## src/rtl/ofd_params.svh

```systemverilog
// constants for the operand field decoder
`ifndef OFD_PARAMS_SVH
`define OFD_PARAMS_SVH
// major opcode nibble, bits 15..12
`define OFD_GRP_SYS 4'h0
`define OFD_GRP_NMD_ST 4'h1
`define OFD_GRP_NM_ST 4'h2
`define OFD_GRP_NM_ALU 4'h3
`define OFD_GRP_SHIFT 4'h4
`define OFD_GRP_NMD_LD 4'h5
`define OFD_GRP_NM_LD 4'h6
`define OFD_GRP_ADD_IMM 4'h7
`define OFD_GRP_R0_DISP 4'h8
`define OFD_GRP_PC_WORD 4'h9
`define OFD_GRP_BR12_A 4'hA
`define OFD_GRP_BR12_B 4'hB
`define OFD_GRP_GBR_IMM 4'hC
`define OFD_GRP_PC_LONG 4'hD
`define OFD_GRP_MOV_IMM 4'hE
// minor codes in group 0 (bits 3..0 or 7..0)
`define OFD_SYS_STC 4'h2
`define OFD_SYS_FAR_RELATIVE_JUMP 4'h3
`define OFD_SYS_IDX_ST_LO 4'h4
`define OFD_SYS_IDX_ST_HI 4'h6
`define OFD_SYS_MUL 4'h7
`define OFD_SYS_STS 4'hA
`define OFD_SYS_IDX_LD_LO 4'hC
`define OFD_SYS_IDX_LD_HI 4'hE
`define OFD_SYS_MAC 4'hF
`define OFD_SYS_COPY_T 8'h29
// minor codes in groups 2 and 6 (bits 3..0)
`define OFD_IND_HI 4'h2
`define OFD_AUTO_LO 4'h4
`define OFD_AUTO_HI 4'h6
// group 4 (bits 3..0; OFD_SH_TAS is matched in bits 7..4)
`define OFD_SH_MAC 4'hF
`define OFD_SH_STORE_LO 4'h2
`define OFD_SH_STORE_HI 4'h3
`define OFD_SH_LDS 4'h6
`define OFD_SH_LDS_DIRECT 4'hA
`define OFD_SH_LDC 4'h7
`define OFD_SH_LDC_DIRECT 4'hE
`define OFD_SH_JUMP 4'hB
`define OFD_SH_TAS 4'h1
// group 8 and C sub codes (bits 11..8)
`define OFD_R8_ST_HI 4'h1
`define OFD_R8_LD_LO 4'h4
`define OFD_R8_LD_HI 4'h5
`define OFD_R8_CMP_EQ 4'h8
`define OFD_GC_ST_HI 4'h2
`define OFD_GC_TRAP 4'h3
`define OFD_GC_LD_HI 4'h6
`define OFD_GC_ADDR 4'h7
`define OFD_GC_LOGIC_HI 4'hB
// index register zero and access size codes
`define OFD_REG_ZERO 4'h0
`define OFD_SZ_BYTE 2'h0
`define OFD_SZ_WORD 2'h1
`define OFD_SZ_LONG 2'h2
`endif

```

## src/rtl/ofd_pkg.sv

```systemverilog
// types shared by the operand field decoder
`default_nettype none
package ofd_pkg;
	typedef enum logic [3:0] {
		FMT_ZERO, FMT_N, FMT_M, FMT_NM, FMT_MD, FMT_ND4,
		FMT_NMD, FMT_D, FMT_D12, FMT_ND8, FMT_I, FMT_NI
	} ofd_fmt_type;
	typedef enum logic [3:0] {
		MODE_NONE, MODE_DIRECT, MODE_INDIRECT, MODE_POSTINC,
		MODE_PREDEC, MODE_DISP, MODE_INDEXED, MODE_GBR_DISP,
		MODE_GBR_INDEXED, MODE_PC_DISP, MODE_PC_REL, MODE_IMM,
		MODE_CTRL, MODE_ACCUM
	} ofd_mode_type;
endpackage
`default_nettype wire

```

## src/rtl/ofd_decoder.sv

```systemverilog
// operand field decoder for fixed 16-bit instruction words
// Functional notes
// - operand roles come from opcode bits, never from field contents.
// - each nibble is opcode, source register, destination register, or part of an immediate or displacement.
// - non-opcode, non-register bits become immediate or displacement.
// - single-destination format: bits 11..8 destination, rest opcode.
// - destination direct or indirect alone, control source copied, or pre-decrement store.
// - single-source: bits 11..8 load control, post-increment, jump or PC offset.
// - register pair: 11..8 destination, 7..4 source, others opcode.
// - multiply-accumulate: bits 11..8 second post-increment source, result to accumulator.
// - pair format supports post-increment source loaded into destination.
// - pair format supports pre-decrement or zero-indexed destination, direct source.
// - register-zero displacement forms: 15..8 opcode, 7..4 base, 3..0 displacement.
// - three-field form: opcode, destination, source, 4-bit displacement.
// - immediate-only: 8-bit immediate versus register zero, global base, or trap.
// - register-immediate: opcode, destination 11..8, immediate 7..0.
// - immediate zero-extended logic, sign-extended arithmetic, trap times four.
// - branch displacements sign-extended and doubled.
// - 4-bit displacement zero-extended, scaled by access size.
`include "ofd_params.svh"
`default_nettype none
module ofd_decoder #(
	parameter int WORD_W = 32
) (
	input wire logic clk, // core clock
	input wire logic resetn, // async reset, active low
	input wire logic instr_valid, // fetch presents a word
	input wire logic [15:0] instr_word, // instruction word
	output logic out_valid, // decoded fields valid
	output var ofd_pkg::ofd_fmt_type fmt, // recognised format
	output var ofd_pkg::ofd_mode_type src_mode, // source role
	output var ofd_pkg::ofd_mode_type dst_mode, // destination role
	output logic [3:0] src_reg, // source register number
	output logic [3:0] dst_reg, // destination register number
	output logic [WORD_W-1:0] imm_ext, // extended immediate
	output logic [WORD_W-1:0] disp_ext // extended, scaled offset
);
	function automatic logic [WORD_W-1:0] zext_scaled(
		input logic [7:0] val, input logic [1:0] size);
		zext_scaled = WORD_W'(val) << size;
	endfunction
	function automatic logic [WORD_W-1:0] sext_doubled(
		input logic [11:0] val);
		sext_doubled = WORD_W'(signed'(val)) << 1;
	endfunction

	logic out_valid_reg, out_valid_next;
	ofd_pkg::ofd_fmt_type fmt_reg, fmt_next;
	ofd_pkg::ofd_mode_type src_mode_reg, src_mode_next;
	ofd_pkg::ofd_mode_type dst_mode_reg, dst_mode_next;
	logic [3:0] src_reg_reg, src_reg_next, dst_reg_reg, dst_reg_next;
	logic [WORD_W-1:0] imm_reg, imm_next, disp_reg, disp_next;
	logic [3:0] grp, hi_f, mid_f, lo_f;
	logic [7:0] low8;

	assign grp = instr_word[15:12];
	assign hi_f = instr_word[11:8];
	assign mid_f = instr_word[7:4];
	assign lo_f = instr_word[3:0];
	assign low8 = instr_word[7:0];

	always_comb begin
		out_valid_next = instr_valid;
		fmt_next = ofd_pkg::FMT_ZERO;
		src_mode_next = ofd_pkg::MODE_NONE;
		dst_mode_next = ofd_pkg::MODE_NONE;
		src_reg_next = `OFD_REG_ZERO;
		dst_reg_next = `OFD_REG_ZERO;
		imm_next = '0;
		disp_next = '0;
		case (grp)
		`OFD_GRP_SYS: begin
			if (lo_f >= `OFD_SYS_IDX_ST_LO && lo_f <= `OFD_SYS_MUL) begin
				fmt_next = ofd_pkg::FMT_NM;
				src_reg_next = mid_f;
				dst_reg_next = hi_f;
				src_mode_next = ofd_pkg::MODE_DIRECT;
				dst_mode_next = (lo_f == `OFD_SYS_MUL) ?
					ofd_pkg::MODE_DIRECT : ofd_pkg::MODE_INDEXED;
			end else if (lo_f >= `OFD_SYS_IDX_LD_LO &&
				lo_f <= `OFD_SYS_IDX_LD_HI) begin
				fmt_next = ofd_pkg::FMT_NM;
				src_reg_next = mid_f;
				dst_reg_next = hi_f;
				src_mode_next = ofd_pkg::MODE_INDEXED;
				dst_mode_next = ofd_pkg::MODE_DIRECT;
			end else if (lo_f == `OFD_SYS_MAC) begin
				fmt_next = ofd_pkg::FMT_NM;
				src_reg_next = mid_f;
				dst_reg_next = hi_f; // second source
				src_mode_next = ofd_pkg::MODE_POSTINC;
				dst_mode_next = ofd_pkg::MODE_ACCUM;
			end else if (lo_f == `OFD_SYS_STC || lo_f == `OFD_SYS_STS) begin
				fmt_next = ofd_pkg::FMT_N;
				dst_reg_next = hi_f;
				src_mode_next = ofd_pkg::MODE_CTRL;
				dst_mode_next = ofd_pkg::MODE_DIRECT;
			end else if (low8 == `OFD_SYS_COPY_T) begin
				fmt_next = ofd_pkg::FMT_N;
				dst_reg_next = hi_f;
				dst_mode_next = ofd_pkg::MODE_DIRECT;
			end else if (lo_f == `OFD_SYS_FAR_RELATIVE_JUMP) begin
				fmt_next = ofd_pkg::FMT_M;
				src_reg_next = hi_f;
				src_mode_next = ofd_pkg::MODE_PC_REL;
			end
		end
		`OFD_GRP_NM_ST, `OFD_GRP_NM_ALU, `OFD_GRP_NM_LD: begin
			fmt_next = ofd_pkg::FMT_NM;
			src_reg_next = mid_f;
			dst_reg_next = hi_f;
			src_mode_next = ofd_pkg::MODE_DIRECT;
			dst_mode_next = ofd_pkg::MODE_DIRECT;
			if (grp == `OFD_GRP_NM_ST) begin
				if (lo_f <= `OFD_IND_HI)
					dst_mode_next = ofd_pkg::MODE_INDIRECT;
				else if (lo_f >= `OFD_AUTO_LO && lo_f <= `OFD_AUTO_HI)
					dst_mode_next = ofd_pkg::MODE_PREDEC;
			end else if (grp == `OFD_GRP_NM_LD) begin
				if (lo_f <= `OFD_IND_HI)
					src_mode_next = ofd_pkg::MODE_INDIRECT;
				else if (lo_f >= `OFD_AUTO_LO && lo_f <= `OFD_AUTO_HI)
					src_mode_next = ofd_pkg::MODE_POSTINC;
			end
		end
		`OFD_GRP_SHIFT: begin
			if (lo_f == `OFD_SH_MAC) begin
				fmt_next = ofd_pkg::FMT_NM;
				src_reg_next = mid_f;
				dst_reg_next = hi_f;
				src_mode_next = ofd_pkg::MODE_POSTINC;
				dst_mode_next = ofd_pkg::MODE_ACCUM;
			end else if (lo_f == `OFD_SH_STORE_LO ||
				lo_f == `OFD_SH_STORE_HI) begin
				fmt_next = ofd_pkg::FMT_N;
				dst_reg_next = hi_f;
				src_mode_next = ofd_pkg::MODE_CTRL;
				dst_mode_next = ofd_pkg::MODE_PREDEC;
			end else if (lo_f == `OFD_SH_LDS || lo_f == `OFD_SH_LDC) begin
				fmt_next = ofd_pkg::FMT_M;
				src_reg_next = hi_f;
				src_mode_next = ofd_pkg::MODE_POSTINC;
				dst_mode_next = ofd_pkg::MODE_CTRL;
			end else if (lo_f == `OFD_SH_LDS_DIRECT ||
				lo_f == `OFD_SH_LDC_DIRECT) begin
				fmt_next = ofd_pkg::FMT_M;
				src_reg_next = hi_f;
				src_mode_next = ofd_pkg::MODE_DIRECT;
				dst_mode_next = ofd_pkg::MODE_CTRL;
			end else if (lo_f == `OFD_SH_JUMP && mid_f != `OFD_SH_TAS) begin
				fmt_next = ofd_pkg::FMT_M;
				src_reg_next = hi_f;
				src_mode_next = ofd_pkg::MODE_DIRECT;
			end else begin
				fmt_next = ofd_pkg::FMT_N;
				dst_reg_next = hi_f;
				dst_mode_next = (lo_f == `OFD_SH_JUMP) ?
					ofd_pkg::MODE_INDIRECT : ofd_pkg::MODE_DIRECT;
			end
		end
		`OFD_GRP_NMD_ST, `OFD_GRP_NMD_LD: begin
			fmt_next = ofd_pkg::FMT_NMD;
			src_reg_next = mid_f;
			dst_reg_next = hi_f;
			disp_next = zext_scaled({4'h0, lo_f}, `OFD_SZ_LONG);
			src_mode_next = (grp == `OFD_GRP_NMD_LD) ?
				ofd_pkg::MODE_DISP : ofd_pkg::MODE_DIRECT;
			dst_mode_next = (grp == `OFD_GRP_NMD_LD) ?
				ofd_pkg::MODE_DIRECT : ofd_pkg::MODE_DISP;
		end
		`OFD_GRP_ADD_IMM, `OFD_GRP_MOV_IMM: begin
			fmt_next = ofd_pkg::FMT_NI;
			dst_reg_next = hi_f;
			src_mode_next = ofd_pkg::MODE_IMM;
			dst_mode_next = ofd_pkg::MODE_DIRECT;
			imm_next = WORD_W'(signed'(low8));
		end
		`OFD_GRP_R0_DISP: begin
			if (hi_f <= `OFD_R8_ST_HI) begin
				fmt_next = ofd_pkg::FMT_ND4;
				src_mode_next = ofd_pkg::MODE_DIRECT;
				dst_reg_next = mid_f;
				dst_mode_next = ofd_pkg::MODE_DISP;
				disp_next = zext_scaled({4'h0, lo_f}, hi_f[1:0]);
			end else if (hi_f == `OFD_R8_LD_LO || hi_f == `OFD_R8_LD_HI) begin
				fmt_next = ofd_pkg::FMT_MD;
				src_reg_next = mid_f;
				src_mode_next = ofd_pkg::MODE_DISP;
				dst_mode_next = ofd_pkg::MODE_DIRECT;
				disp_next = zext_scaled({4'h0, lo_f}, {1'b0, hi_f[0]});
			end else if (hi_f == `OFD_R8_CMP_EQ) begin
				fmt_next = ofd_pkg::FMT_I;
				src_mode_next = ofd_pkg::MODE_IMM;
				dst_mode_next = ofd_pkg::MODE_DIRECT;
				imm_next = WORD_W'(signed'(low8));
			end else if (hi_f[0]) begin
				fmt_next = ofd_pkg::FMT_D;
				src_mode_next = ofd_pkg::MODE_PC_REL;
				disp_next = sext_doubled(12'(signed'(low8)));
			end
		end
		`OFD_GRP_PC_WORD, `OFD_GRP_PC_LONG: begin
			fmt_next = ofd_pkg::FMT_ND8;
			dst_reg_next = hi_f;
			src_mode_next = ofd_pkg::MODE_PC_DISP;
			dst_mode_next = ofd_pkg::MODE_DIRECT;
			disp_next = zext_scaled(low8, (grp == `OFD_GRP_PC_LONG) ?
				`OFD_SZ_LONG : `OFD_SZ_WORD);
		end
		`OFD_GRP_BR12_A, `OFD_GRP_BR12_B: begin
			fmt_next = ofd_pkg::FMT_D12;
			src_mode_next = ofd_pkg::MODE_PC_REL;
			disp_next = sext_doubled(instr_word[11:0]);
		end
		`OFD_GRP_GBR_IMM: begin
			if (hi_f <= `OFD_GC_ST_HI) begin
				fmt_next = ofd_pkg::FMT_D;
				src_mode_next = ofd_pkg::MODE_DIRECT;
				dst_mode_next = ofd_pkg::MODE_GBR_DISP;
				disp_next = zext_scaled(low8, hi_f[1:0]);
			end else if (hi_f == `OFD_GC_TRAP) begin
				fmt_next = ofd_pkg::FMT_I;
				src_mode_next = ofd_pkg::MODE_IMM;
				imm_next = zext_scaled(low8, `OFD_SZ_LONG);
			end else if (hi_f <= `OFD_GC_LD_HI) begin
				fmt_next = ofd_pkg::FMT_D;
				src_mode_next = ofd_pkg::MODE_GBR_DISP;
				dst_mode_next = ofd_pkg::MODE_DIRECT;
				disp_next = zext_scaled(low8, hi_f[1:0]);
			end else if (hi_f == `OFD_GC_ADDR) begin
				fmt_next = ofd_pkg::FMT_D;
				src_mode_next = ofd_pkg::MODE_PC_DISP;
				dst_mode_next = ofd_pkg::MODE_DIRECT;
				disp_next = zext_scaled(low8, `OFD_SZ_LONG);
			end else begin
				fmt_next = ofd_pkg::FMT_I;
				src_mode_next = ofd_pkg::MODE_IMM;
				dst_mode_next = (hi_f <= `OFD_GC_LOGIC_HI) ?
					ofd_pkg::MODE_DIRECT : ofd_pkg::MODE_GBR_INDEXED;
				imm_next = zext_scaled(low8, `OFD_SZ_BYTE);
			end
		end
		default: begin
			fmt_next = ofd_pkg::FMT_ZERO;
		end
		endcase
	end

	always_ff @(posedge clk or negedge resetn) begin
		if (!resetn) begin
			out_valid_reg <= 1'b0;
			fmt_reg <= ofd_pkg::FMT_ZERO;
			src_mode_reg <= ofd_pkg::MODE_NONE;
			dst_mode_reg <= ofd_pkg::MODE_NONE;
			src_reg_reg <= 4'h0;
			dst_reg_reg <= 4'h0;
			imm_reg <= '0;
			disp_reg <= '0;
		end else begin
			out_valid_reg <= out_valid_next;
			fmt_reg <= fmt_next;
			src_mode_reg <= src_mode_next;
			dst_mode_reg <= dst_mode_next;
			src_reg_reg <= src_reg_next;
			dst_reg_reg <= dst_reg_next;
			imm_reg <= imm_next;
			disp_reg <= disp_next;
		end
	end

	assign out_valid = out_valid_reg;
	assign fmt = fmt_reg;
	assign src_mode = src_mode_reg;
	assign dst_mode = dst_mode_reg;
	assign src_reg = src_reg_reg;
	assign dst_reg = dst_reg_reg;
	assign imm_ext = imm_reg;
	assign disp_ext = disp_reg;
endmodule // ofd_decoder
`default_nettype wire

```

## config.mk

```make
export PLATFORM = sky130hd
export DESIGN_NAME = ofd_decoder
export DESIGN_NICKNAME = d
export VERILOG_FILES = /design/src/rtl/ofd_pkg.sv /design/src/rtl/ofd_decoder.sv
export VERILOG_INCLUDE_DIRS = /design/src /design/src/rtl
export SDC_FILE = /design/constraint.sdc
export NUM_CORES = 1
export LEC_CHECK = 0
export BUFFER_PORTS_ARGS = -buffer_cell sky130_fd_sc_hd__buf_2
export CAP_MARGIN = 30
export CORE_MARGIN = 4
export CORE_UTILIZATION = 51
export CTS_CLUSTER_DIAMETER = 200
export CTS_CLUSTER_SIZE = 30
export DETAILED_ROUTE_END_ITERATION = 8
export PLACE_DENSITY = 0.8
export SLEW_MARGIN = 5
export SYNTH_ARGS = -nofsm -noshare
export SYNTH_HDL_FRONTEND = slang
export SYNTH_SLANG_ARGS = --single-unit
```

## constraint.sdc

```tcl
create_clock -name clk -period 1.06 [get_ports clk]
set_input_delay 0.053 -clock clk [delete_from_list [all_inputs] [get_ports clk]]
set_output_delay 0.053 -clock clk [all_outputs]
set_load 0.05 [all_outputs]
```

==> results of run 1 <==
==> routing by layer <==
metal / global-route usage / overflow
met1: 0.793 / 3
met2: 0.985 / 85
met3: 0.620 / 1
met4: 0.880 / 74
met5: 0.133 / 0
==> cell families after synthesis <==
family | Yosys count | synth area share
mux | 7 | 0.0222
compound gates | 111 | 0.257
simple gates | 139 | 0.210
buf+inv | 83 | 0.150
xor+xnor | 2 | 0.00554
flops | 45 | 0.356
==> metrics by stage <==
step	instances	area, um^2
3_3_place_gp	613	4370
3_5_place_dp	613	4370
2_1_floorplan	387	3370
4_1_cts	643	5240
==> timing repair <==
action	CTS
gates cloned	3
pin swaps	18
setup endpoints to repair	67
hold endpoints to repair	46
hold buffers	2
gates resized for setup	169
setup buffers	17
==> results by group, run 1 <==
Status
  – Status: aborted with a tool error
  – Failing step: 5_1_grt
  – Run Error: [ERROR GRT-0232] Routing congestion too high. Check the congestion heatmap in the GUI.

Logic synthesis
  – Avg Cell Area, Syn: about 8.2 um^2
  – Post-synth top area share: 0.356
  – Mapped cell area: 3160 um^2
  – Warnings, synthesis: 0
  – Seq cells post-synth: 45
  – Cell type with the highest aggregate area in the netlist: dfrtp_1
  – Top-count cell post-synth: nand2_1
  – Post-synthesis cell count: between 300 and 400
  – EDFF count, synth: 0
  – Sequential fraction of the synthesis area: 0.356
  – Syn Nets: between 400 and 500
  – Commonest cells post-synth: nand2_1, dfrtp_1, buf_4, nor2_1, clkbuf_1
  – Ys flop type: dfrtp_1
  – Async SR Flop Fraction: 1.00
  – Yosys cell types: approximately 60
  – Top post-synthesis cells by area: dfrtp_1, buf_4, nand2_1

Floorplanning
  – Die Wd: 86.8 um
  – Io pins: approximately 100
  – Initial Utilization: 0.531
  – Die height: 86.8 um
  – Rows: 28

Clock tree
  – CTS buffer count: 5
  – Root buffer cell: clkbuf_8
  – Htree depth: 2
  – Clock tree buffer depth: 2
  – Clock sinks: 45

Global routing
  – Global-route usage over all layers: 0.805
  – Largest net degree at the start of global routing: between 40 and 50
  – Grt total ovfl: 163

Timing
  – Worst_ep kind: register data pin
  – Worst_ep grt: dst_reg[1]$_DFF_PN0_/D

Placed design
  – Port Buf Inserts: 103
  – RePlAce Congestion: ~0.94
  – Pre-CTS setup slack: -0.681 ns
  – Detail Placement HPWL: about 9300 um
==> inputs of run 2 (changes only) <==
Settings changed: CORE_UTILIZATION 51 to 40, CTS_CLUSTER_DIAMETER 200 to unset, CTS_CLUSTER_SIZE 30 to unset, PLACE_DENSITY 0.8 to unset, PLACE_DENSITY_LB_ADDON set to 0.15.
==> run 2 against run 1 <==
The flow now finishes, with violations (setup timing). Synthesized area did not move. Synthesized cell count did not move.
==> results by group, run 2 <==
Layout
  – Most frequent cells in the layout: buf_4, buf_2, nand2_1
  – Most common cell after layout, fill and taps aside: buf_4
  – Filler cells: approximately 600
  – Share of layout cells above drive strength 1: 0.518
  – Nets: 568
  – Largest register FFs: 13
  – Multi-input logic area: ~1800 um^2
  – Area grow syn2layout: 69.3%
  – Antenna Cells: 0
  – Post-route non-filler standard cell count: 652
  – Register Area: between 1000 and 1500 um^2
  – Fin util: 0.693

Logic synthesis
  – Avg Cell Area, Syn: 8.17 um^2 (unchanged)
  – Top-count cell post-synth: nand2_1
  – EDFF count, synth: 0 (unchanged)
  – Top post-synthesis cells by area: dfrtp_1, buf_4, nand2_1
  – Syn Nets: 406 (unchanged)
  – Commonest cells post-synth: nand2_1, dfrtp_1, buf_4, nor2_1, clkbuf_1
  – Mapped cell area: 3160 um^2 (unchanged)
  – Warnings, synthesis: 0 (unchanged)
  – Cell type with the highest aggregate area in the netlist: dfrtp_1
  – Post-synth top area share: 0.356 (unchanged)
  – Post-synthesis cell count: 387 (unchanged)
  – Ys flop type: dfrtp_1
  – Yosys cell types: 61 (unchanged)
  – Seq cells post-synth: 45 (unchanged)
  – Async SR Flop Fraction: 1.00 (unchanged)
  – Sequential fraction of the synthesis area: 0.356 (unchanged)

Setup path
  – Slowest stage delay, CP: 0.52 ns
  – Top cell by count, worst path: or4_4
  – Startpoint Class: input port
  – Worst-path maximum fanout: 4
  – Worst endpoint required time: approximately 1.3 ns
  – Type of the worst setup path: input port to register
  – Slowest CP cell: or4_4
  – WP data arrival: between 1.5 and 2 ns
  – Crit. End Element: register
  – Crit path cell chain: buf_6, or4b_1, or4_4, o32ai_4, or4_4, a22o_1

Timing
  – FMAX: slightly above 700 MHz
  – Final setup vio count: 65
  – Slew @ Worst Pin: 0.505 ns
  – Final hold viol count: 0
  – Unrepaired setup endpoints after global routing: yes
  – Final Max Slew Viols: 0
  – Max-Slew Margin vs Limit: 0.655
  – Min Clock Period, post-route: about 1.4 ns
  – Period utilisation layout: 1.30
  – Worst Setup Slack, final: -0.314 ns

Placed design
  – Detail Placement HPWL: 8690 um (-6.7%)
  – RePlAce Congestion: 0.947 (+0.80%)
  – Port Buf Inserts: 103 (unchanged)
  – DP Cell Count: 619 (+0.98%)

Global routing
  – Met3 Usage GRT: 0.0346
  – Grt total ovfl: 0
  – Grt peak-use layer: met2
  – GR Layer Usage met1: 0.338
  – First-pass GRT wire length: between 15000 and 20000 um
  – Vias in the first global route: between 3000 and 4000
  – Initial antenna violation count: 0
  – Largest net degree at the start of global routing: 34
  – Global-route usage over all layers: 0.253
  – GRT met2 Usage: 0.439

Clock tree
  – Htree depth: 2 (unchanged)
  – CTS tree: done
  – Root buffer cell: clkbuf_8
  – Clock sinks: 45 (unchanged)
  – Clock Pin Slew Worst Setup and Hold Paths: roughly 0.090 ns
  – Clock tree buffer depth: 2 (unchanged)
  – CTS buffer count: 5 (unchanged)

Floorplanning
  – Initial Utilization: 0.409 (-0.122)
  – Die Wd: 96.9 um (+12%)
  – Core area: ~7700 um^2
  – Die footprint: ~9400 um^2
  – Io pins: 104 (unchanged)
  – Rows: 32 (+14%)
  – Die height: 96.9 um (+12%)

Routing
  – Initial DRC Count: 291
  – Routed Antenna Nets: 0
  – DRC: 0
  – Via count: 3611
  – Drt total wl: 12400 um
  – Drt first pass iters: 5
  – Routed len/inst: approximately 19 um
  – Vias per cell: between 5 and 6

Power
  – Power density over the cells: ~930 nW/um^2
  – Pleak: 2.65 nW
  – Power, Total: about 5 mW
  – Peak VDD IR: about 0.52 mV

Status
  – Failing checks: setup timing
  – Status: complete, but fails checks

Hold path
  – Worst Hold Class: input port to register

Run
  – Max-cap violations: 0
[run 2: final timing paths]
path | cells after the start | startpoint | to
hold / removal | 4 | instr_word[12] | dst_mode[0]
setup / recovery | 6 | instr_word[2] | dst_reg[2]
max in group asynchronous | 3 | resetn | imm_ext[30]
min in group asynchronous | 2 | resetn | src_mode[3]
[run 2: power breakdown]
group	switching [mW]	leakage, nW	internal (mW)
logic	1.24	2.01	0.766
registers	0.0276	0.588	1.82
clock network	0.617	0.0512	0.529
total	1.88	2.65	3.11
[run 2: critical path: cells and delay by family]
family	cells	cell delay, ns
AO/OA/AOI/OAI	2	0.25
AND/OR/NAND/NOR	3	1.22
buffers and inverters	1	0.09
[run 2: logic make-up after synthesis]
logic type / count (synthesis) / synth area share
multiplexers: 7 / 0.0222
flip-flops: 45 / 0.356
XOR/XNOR: 2 / 0.00554
AND/OR/NAND/NOR: 139 / 0.210
buffers and inverters: 83 / 0.150
AO/OA/AOI/OAI: 111 / 0.257
[run 2: layout make-up]
class	instances	area share
multi-input combinational	259	0.337
timing repair buffer	229	0.405
tap	102	0.0238
clock buffer	6	0.0154
inverter	9	0.00631
clock inverter	2	0.00257
sequential	45	0.211
[run 2: what timing repair did]
item                                    CTS  global route
endpoints found under the setup margin   71            70
cloned                                    4             0
gates resized for setup                 162            54
setup buffers                             8            16
pin swaps                                16            14
hold buffers                              2             0
endpoints found under the hold margin    46             0
[run 2: metal layers]
layer	part of all wire	wire (um)
met4	0.019	237
met5	0	0
met1	0.41	5130
met2	0.49	6120
met3	0.071	880
[run 2: stage by stage]
| step | setup slack [ns] | cell area [um^2] | setup TNS [ns] | hold WS (ns) |
|---|---|---|---|---|
| 5_1_grt | -0.345 | 5350 | -10.43 | 0.157 |
| 6_report | -0.314 | 5350 | -7.76 | 0.135 |
| 2_1_floorplan | -0.538 | 3370 | -6.85 | -0.243 |
| 3_5_place_dp | -0.684 | 4260 | -16.87 | -0.0240 |
| 4_1_cts | -0.324 | 5080 | -6.72 | 0.129 |
| 3_3_place_gp | -0.621 | 4260 | -16.28 | -0.0305 |
(Power assumes the default switching activity.)
==> inputs of run 3 (changes only) <==
Settings changed: BUFFER_PORTS_ARGS -buffer_cell sky130_fd_sc_hd__buf_2 to unset, DONT_BUFFER_PORTS set to 1, GPL_TIMING_DRIVEN set to 0.
==> run 3 against run 2 <==
The run ends with hold timing, setup timing left. Critical path type unchanged. Core utilization down 18 points. First-iteration DRC count fell by 8.6%. Hold slack worse by 0.71 ns. Critical endpoint is now dst_mode[0]. Largest cell class is now multi-input gates.
==> results by group, run 3 (synthesis gave the netlist of run 2 again) <==
Status
  – Status: complete, but fails checks
  – Failing checks: hold timing, setup timing

Timing
  – Max-Slew Margin vs Limit: 0.613 (-0.0419)
  – Unrepaired setup endpoints after global routing: yes
  – FMAX: 737 MHz (+1.3%)
  – Worst Setup Slack, final: -0.296 ns (+0.0178 ns)
  – Hold WS: -0.573 ns (-0.708 ns)
  – Final hold viol count: 45 (+45)
  – Min Clock Period, post-route: 1.36 ns (-0.0178 ns)
  – Final setup vio count: 52 (-20%)
  – Final Max Slew Viols: 0 (unchanged)
  – Period utilisation layout: 1.28 (-0.0168)
  – Slew @ Worst Pin: 0.581 ns (+0.0759 ns)

Clock tree
  – Htree depth: 2 (unchanged)
  – Clock tree buffer depth: 2 (unchanged)
  – CTS buffer count: 5 (unchanged)
  – Root buffer cell: clkbuf_8
  – Clock Pin Slew Worst Setup and Hold Paths: 0.10 ns (about the same)
  – Clock sinks: 45 (unchanged)
  – CTS tree: done
  – Hold-fix buffers, CTS: 2 (unchanged)

Setup path
  – Critical path's top delay family: simple AND/OR/NAND/NOR gates
  – Crit. End Element: register
  – Slowest stage delay, CP: 0.52 ns (about the same)
  – Worst endpoint required time: 1.30 ns (about the same)
  – Startpoint Class: input port
  – Slowest CP cell: or4_4
  – Stages on the worst setup path: 5 (-1)
  – Crit path cell chain: buf_12, or4b_1, or4_4, a221o_1, nand4_1
  – WP buf/inv: 1 (unchanged)
  – Type of the worst setup path: input port to register
  – Worst-path maximum fanout: 2 (-2)
  – WP data arrival: 1.59 ns (-0.03 ns)

Floorplanning
  – Die height: 96.9 um (unchanged)
  – Rows: 32 (unchanged)
  – Io pins: 104 (unchanged)
  – Die footprint: 9390 um^2 (unchanged)
  – Core area: 7730 um^2 (unchanged)
  – Initial Utilization: 0.409 (unchanged)
  – Die Wd: 96.9 um (unchanged)

Global routing
  – Vias in the first global route: 3141 (-9.4%)
  – Grt total ovfl: 0 (unchanged)
  – First-pass GRT wire length: 18200 um (-6.0%)
  – Initial antenna violation count: 0 (unchanged)
  – Largest net degree at the start of global routing: 46 (+35%)
  – Global-route usage over all layers: 0.246 (-0.00774)

Routing
  – Drt first pass iters: 5 (unchanged)
  – Via count: 3207 (-11%)
  – DRC: 0 (unchanged)
  – Routed Antenna Nets: 0 (unchanged)
  – Vias per cell: 6.26 (+13%)
  – Routed len/inst: 23.2 um (+22%)
  – Drt total wl: 11900 um (-4.0%)
  – Initial DRC Count: 266 (-8.6%)

Power
  – Power, Total: 4.95 mW (-0.92%)
  – Pleak: 1.84 nW (-30%)
  – Power density over the cells: 1250 nW/um^2 (+34%)
  – Peak VDD IR: 0.463 mV (-12%)

Layout
  – Most common cell after layout, fill and taps aside: buf_4
  – Area grow syn2layout: 25.4%
  – Fin area: 3970 um^2 (-26%)
  – Most frequent cells in the layout: buf_4, nand2_1, dfrtp_1
  – Antenna Cells: 0 (unchanged)
  – Largest register FFs: 13 (unchanged)
  – Share of layout cells above drive strength 1: 0.349 (-0.169)
  – Nets: 428 (-25%)

Placed design
  – Detail Placement HPWL: 8660 um (-0.43%)
  – Port Buf Inserts: 0 (-100%)
  – RePlAce Congestion: 1.04 (+9.4%)
  – Area post-placement: 3500 um^2 (-18%)

Hold path
  – Worst Hold Class: input port to asynchronous set/reset pin

Run
  – Max-cap violations: 0 (unchanged)
run 3: stage by stage:
stage	worst slack, ns	TNS [ns]	utilization	instances	hold slack (ns)
CTS	-0.276	-10.00	0.494	506	-0.571
global placement	-0.869	-19.35	0.453	489	-0.242
global route	-0.317	-12.67	0.513	512	-0.581
detailed placement	-0.699	-18.22	0.453	489	-0.241
finish	-0.296	-9.67	0.513	512	-0.573
floorplan	-0.538	-6.85	-	387	-0.243
run 3: final timing paths:
check	slack, ns	endpoint	startpoint
setup / recovery	-0.30	dst_mode[0]	instr_word[2]
hold / removal	-0.57	src_reg[3]	resetn
max in group asynchronous	1.54	disp_ext[30]	resetn
min in group clk	0.01	src_reg[3]	instr_word[7]
run 3: per-layer routing:
layer | vias up | GRT usage | wire length (um)
met5 | - | 0 | 0
met4 | 0 | 0.0918 | 384
met3 | 38 | 0.0656 | 1130
met2 | 208 | 0.394 | 5520
met1 | 1565 | 0.317 | 4820
li1 | 1396 | - | -
run 3: power breakdown:
part           switching (mW)  leakage, nW  total, mW  internal [mW]
combinational           0.705         1.19       1.11          0.408
sequential              0.439        0.588       2.25           1.82
clock                   0.634       0.0687       1.58          0.949
run 3: final cells by class:
class / instances / area [um^2]
clock inverter: 3 / 68.8
timing repair buffer: 16 / 136
fill: 731 / 3760
inverter: 9 / 43.8
clock buffer: 5 / 68.8
tap: 102 / 128
buffer: 73 / 621
multi-input combinational: 259 / 1770
sequential: 45 / 1130
run 3: what timing repair did:
item,CTS,global route
setup endpoints to repair,74,71
resized for setup,36,39
buffers inserted,8,6
hold endpoints to repair,47,45
pin swaps,12,19
==> inputs of run 4 (changes only) <==
Clock period 1.06 ns to 1.7 ns, I/O delays scaled along.
==> run 4 against run 3 <==
The run now ends clean. Critical path depth is 1 higher. Via count is 4.6% lower. Final area is 12% lower. Final cell count is 2.3% lower. Core utilization is 6.0 points lower. Sequential power is 38% lower. Wire length is 5.7% lower. Worst setup slack better by 0.34 ns. First-iteration DRC count is 70% higher. Global-route usage is 0.94 points lower. Hold slack better by 0.67 ns. Critical path type unchanged. Largest cell class unchanged. Highest routed layer unchanged.
==> results by group, run 4 (synthesis gave the netlist of run 2 again) <==
Setup path
  – Worst-path maximum fanout: 10 (+8)
  – WP data arrival: 1.85 ns (+0.26 ns)
  – Worst endpoint required time: 1.90 ns (+0.60 ns)
  – Startpoint Class: input port
  – Type of the worst setup path: input port to register
  – Crit. End Element: register

Global routing
  – Initial antenna violation count: 0 (unchanged)
  – Global-route usage over all layers: 0.236 (-0.00940)
  – Largest net degree at the start of global routing: 46 (unchanged)
  – Grt total ovfl: 0 (unchanged)
  – First-pass GRT wire length: 17600 um (-3.2%)
  – Vias in the first global route: 3080 (-1.9%)

Floorplanning
  – Io pins: 104 (unchanged)
  – Die footprint: 9390 um^2 (unchanged)
  – Die Wd: 96.9 um (unchanged)
  – Initial Utilization: 0.409 (unchanged)
  – Core area: 7730 um^2 (unchanged)
  – Die height: 96.9 um (unchanged)
  – Rows: 32 (unchanged)

Power
  – Clock share of power: 0.287 (-0.033)
  – Switch share: 0.377 (+0.0178)
  – Peak VDD IR: 0.386 mV (-16%)
  – Internal Power: 1.76 mW (-45%)
  – Switch Pwr: 1.06 mW (-40%)
  – Seq pwr share: 0.497 (+0.042)
  – Comb power frac: 0.216 (-0.009)
  – Pleak: 1.63 nW (-12%)
  – Power density over the cells: 807 nW/um^2 (-35%)
  – Power, Total: 2.82 mW (-43%)

Routing
  – DRC: 0 (unchanged)
  – Via count: 3060 (-4.6%)
  – Routed len/inst: 22.4 um (-3.5%)
  – Vias per cell: 6.12 (-2.3%)
  – Drt first pass iters: 6 (+1)
  – Initial DRC Count: 452 (+70%)
  – Routed Antenna Nets: 0 (unchanged)
  – Drt total wl: 11200 um (-5.7%)

Timing
  – Slew @ Worst Pin: 0.643 ns (+0.0627 ns)
  – Hold WS: 0.0976 ns (+0.671 ns)
  – Setup TNS: 0 ns (+9.67 ns)
  – Period utilisation layout: 0.972
  – FMAX: 605 MHz
  – Max-Slew Margin vs Limit: 0.571 (-0.0418)
  – Worst Setup Slack, final: 0.0474 ns (+0.344 ns)
  – Final Max Slew Viols: 0 (unchanged)
  – Min Clock Period, post-route: approximately 1.7 ns
  – Final setup vio count: 0 (-100%)
  – Final hold viol count: 0 (-100%)

Clock tree
  – Root buffer cell: clkbuf_8
  – Clock Pin Slew Worst Setup and Hold Paths: 0.08 ns (-0.02 ns)
  – CTS tree: done
  – CTS buffer count: 5 (unchanged)
  – Htree depth: 2 (unchanged)
  – Clock sinks: 45 (unchanged)
  – Clock tree buffer depth: 2 (unchanged)

Status
  – Status: complete, no violations

Layout
  – Most common cell after layout, fill and taps aside: nand2_1
  – Fin util: 0.453 (-0.0602)
  – Fin area: 3500 um^2 (-12%)
  – Most frequent cells in the layout: nand2_1, dfrtp_1, buf_4
  – Post-route non-filler standard cell count: 500 (-2.3%)
  – Largest register FFs: 13 (unchanged)
  – Antenna Cells: 0 (unchanged)
  – Nets: 416 (-2.8%)
  – Area grow syn2layout: 10.6%
  – Share of layout cells above drive strength 1: 0.196 (-0.153)

Placed design
  – RePlAce Congestion: 0.983 (-5.1%)
  – Detail Placement HPWL: 8250 um (-4.6%)
  – Port Buf Inserts: 0 (unchanged)
  – Pre-CTS setup slack: -0.464 ns (+0.235 ns)
  – DP Cell Count: 489 (unchanged)
  – Area post-placement: 3290 um^2 (-5.9%)

Run
  – Max-cap violations: 0 (unchanged)

Hold path
  – Worst Hold Class: input port to register
==> run 4: cell types whose count changed in the layout (fill, tap and decap cells not counted), moves of 4 or more <==
cell and change:
nand2_1 +8, buf_4 -10, buf_6 -8, nor2_1 +5
clkbuf_4 -5, clkbuf_1 +16, o21ai_1 -4, o21ai_0 +4
inv_1 +4, nand2_2 -7
==> run 4: worst max-delay path, cell delays in order <==
cell	delay, ns
clkbuf_1	0.46
nor4b_2	0.17
nor2_1	0.16
o32ai_2	0.12
or4_4	0.59
a22o_1	0.25
==> run 4: final cells by class <==
| class | count | area [um^2] |
|---|---|---|
| plain buffers | 73 | 445 |
| clock buffers | 6 | 72.6 |
| clock inverters | 2 | 38.8 |
| fillers | 778 | 4230 |
| inverters | 9 | 33.8 |
| multi-input cells | 259 | 1600 |
| flip-flops and latches | 45 | 1130 |
| well taps | 102 | 128 |
| repair buffers | 4 | 55.1 |
==> run 4: layer usage <==
| layer | up-vias | wire (um) | GRT usage |
|---|---|---|---|
| li1 | 1361 | - | - |
| met1 | 1455 | 4370 | 0.302 |
| met2 | 205 | 5170 | 0.370 |
| met3 | 39 | 1250 | 0.0750 |
| met4 | 0 | 399 | 0.0929 |
| met5 | - | 0 | 0 |
==> run 4: what timing repair did <==
item | CTS | global route
setup endpoints to repair | 32 | 7
hold buffers | 3 | 0
gates resized for setup | 10 | 12
pin swaps | 0 | 1
cloned | 0 | 0
endpoints found under the hold margin | 46 | 0
setup buffers | 0 | 1
==> run 4: power groups by stage <==
stage / Combinational (mW) / Sequential, mW / Clock [mW]
2_1_floorplan: 0.424 / 1.42 / 0
3_3_place_gp: 0.559 / 1.43 / 0
3_5_place_dp: 0.552 / 1.43 / 0
4_1_cts: 0.592 / 1.41 / 0.832
5_1_grt: 0.658 / 1.41 / 0.878
6_report: 0.609 / 1.40 / 0.811
==> run 4: worst paths after layout <==
path	cells past startpoint	start	slack [ns]	to
worst max-delay path	6	instr_word[7]	0.05	dst_reg[1]
worst min-delay path	2	instr_word[0]	0.1	imm_ext[2]
max in group asynchronous	2	resetn	1.20	disp_ext[30]
min in group asynchronous	2	resetn	0.29	disp_ext[5]
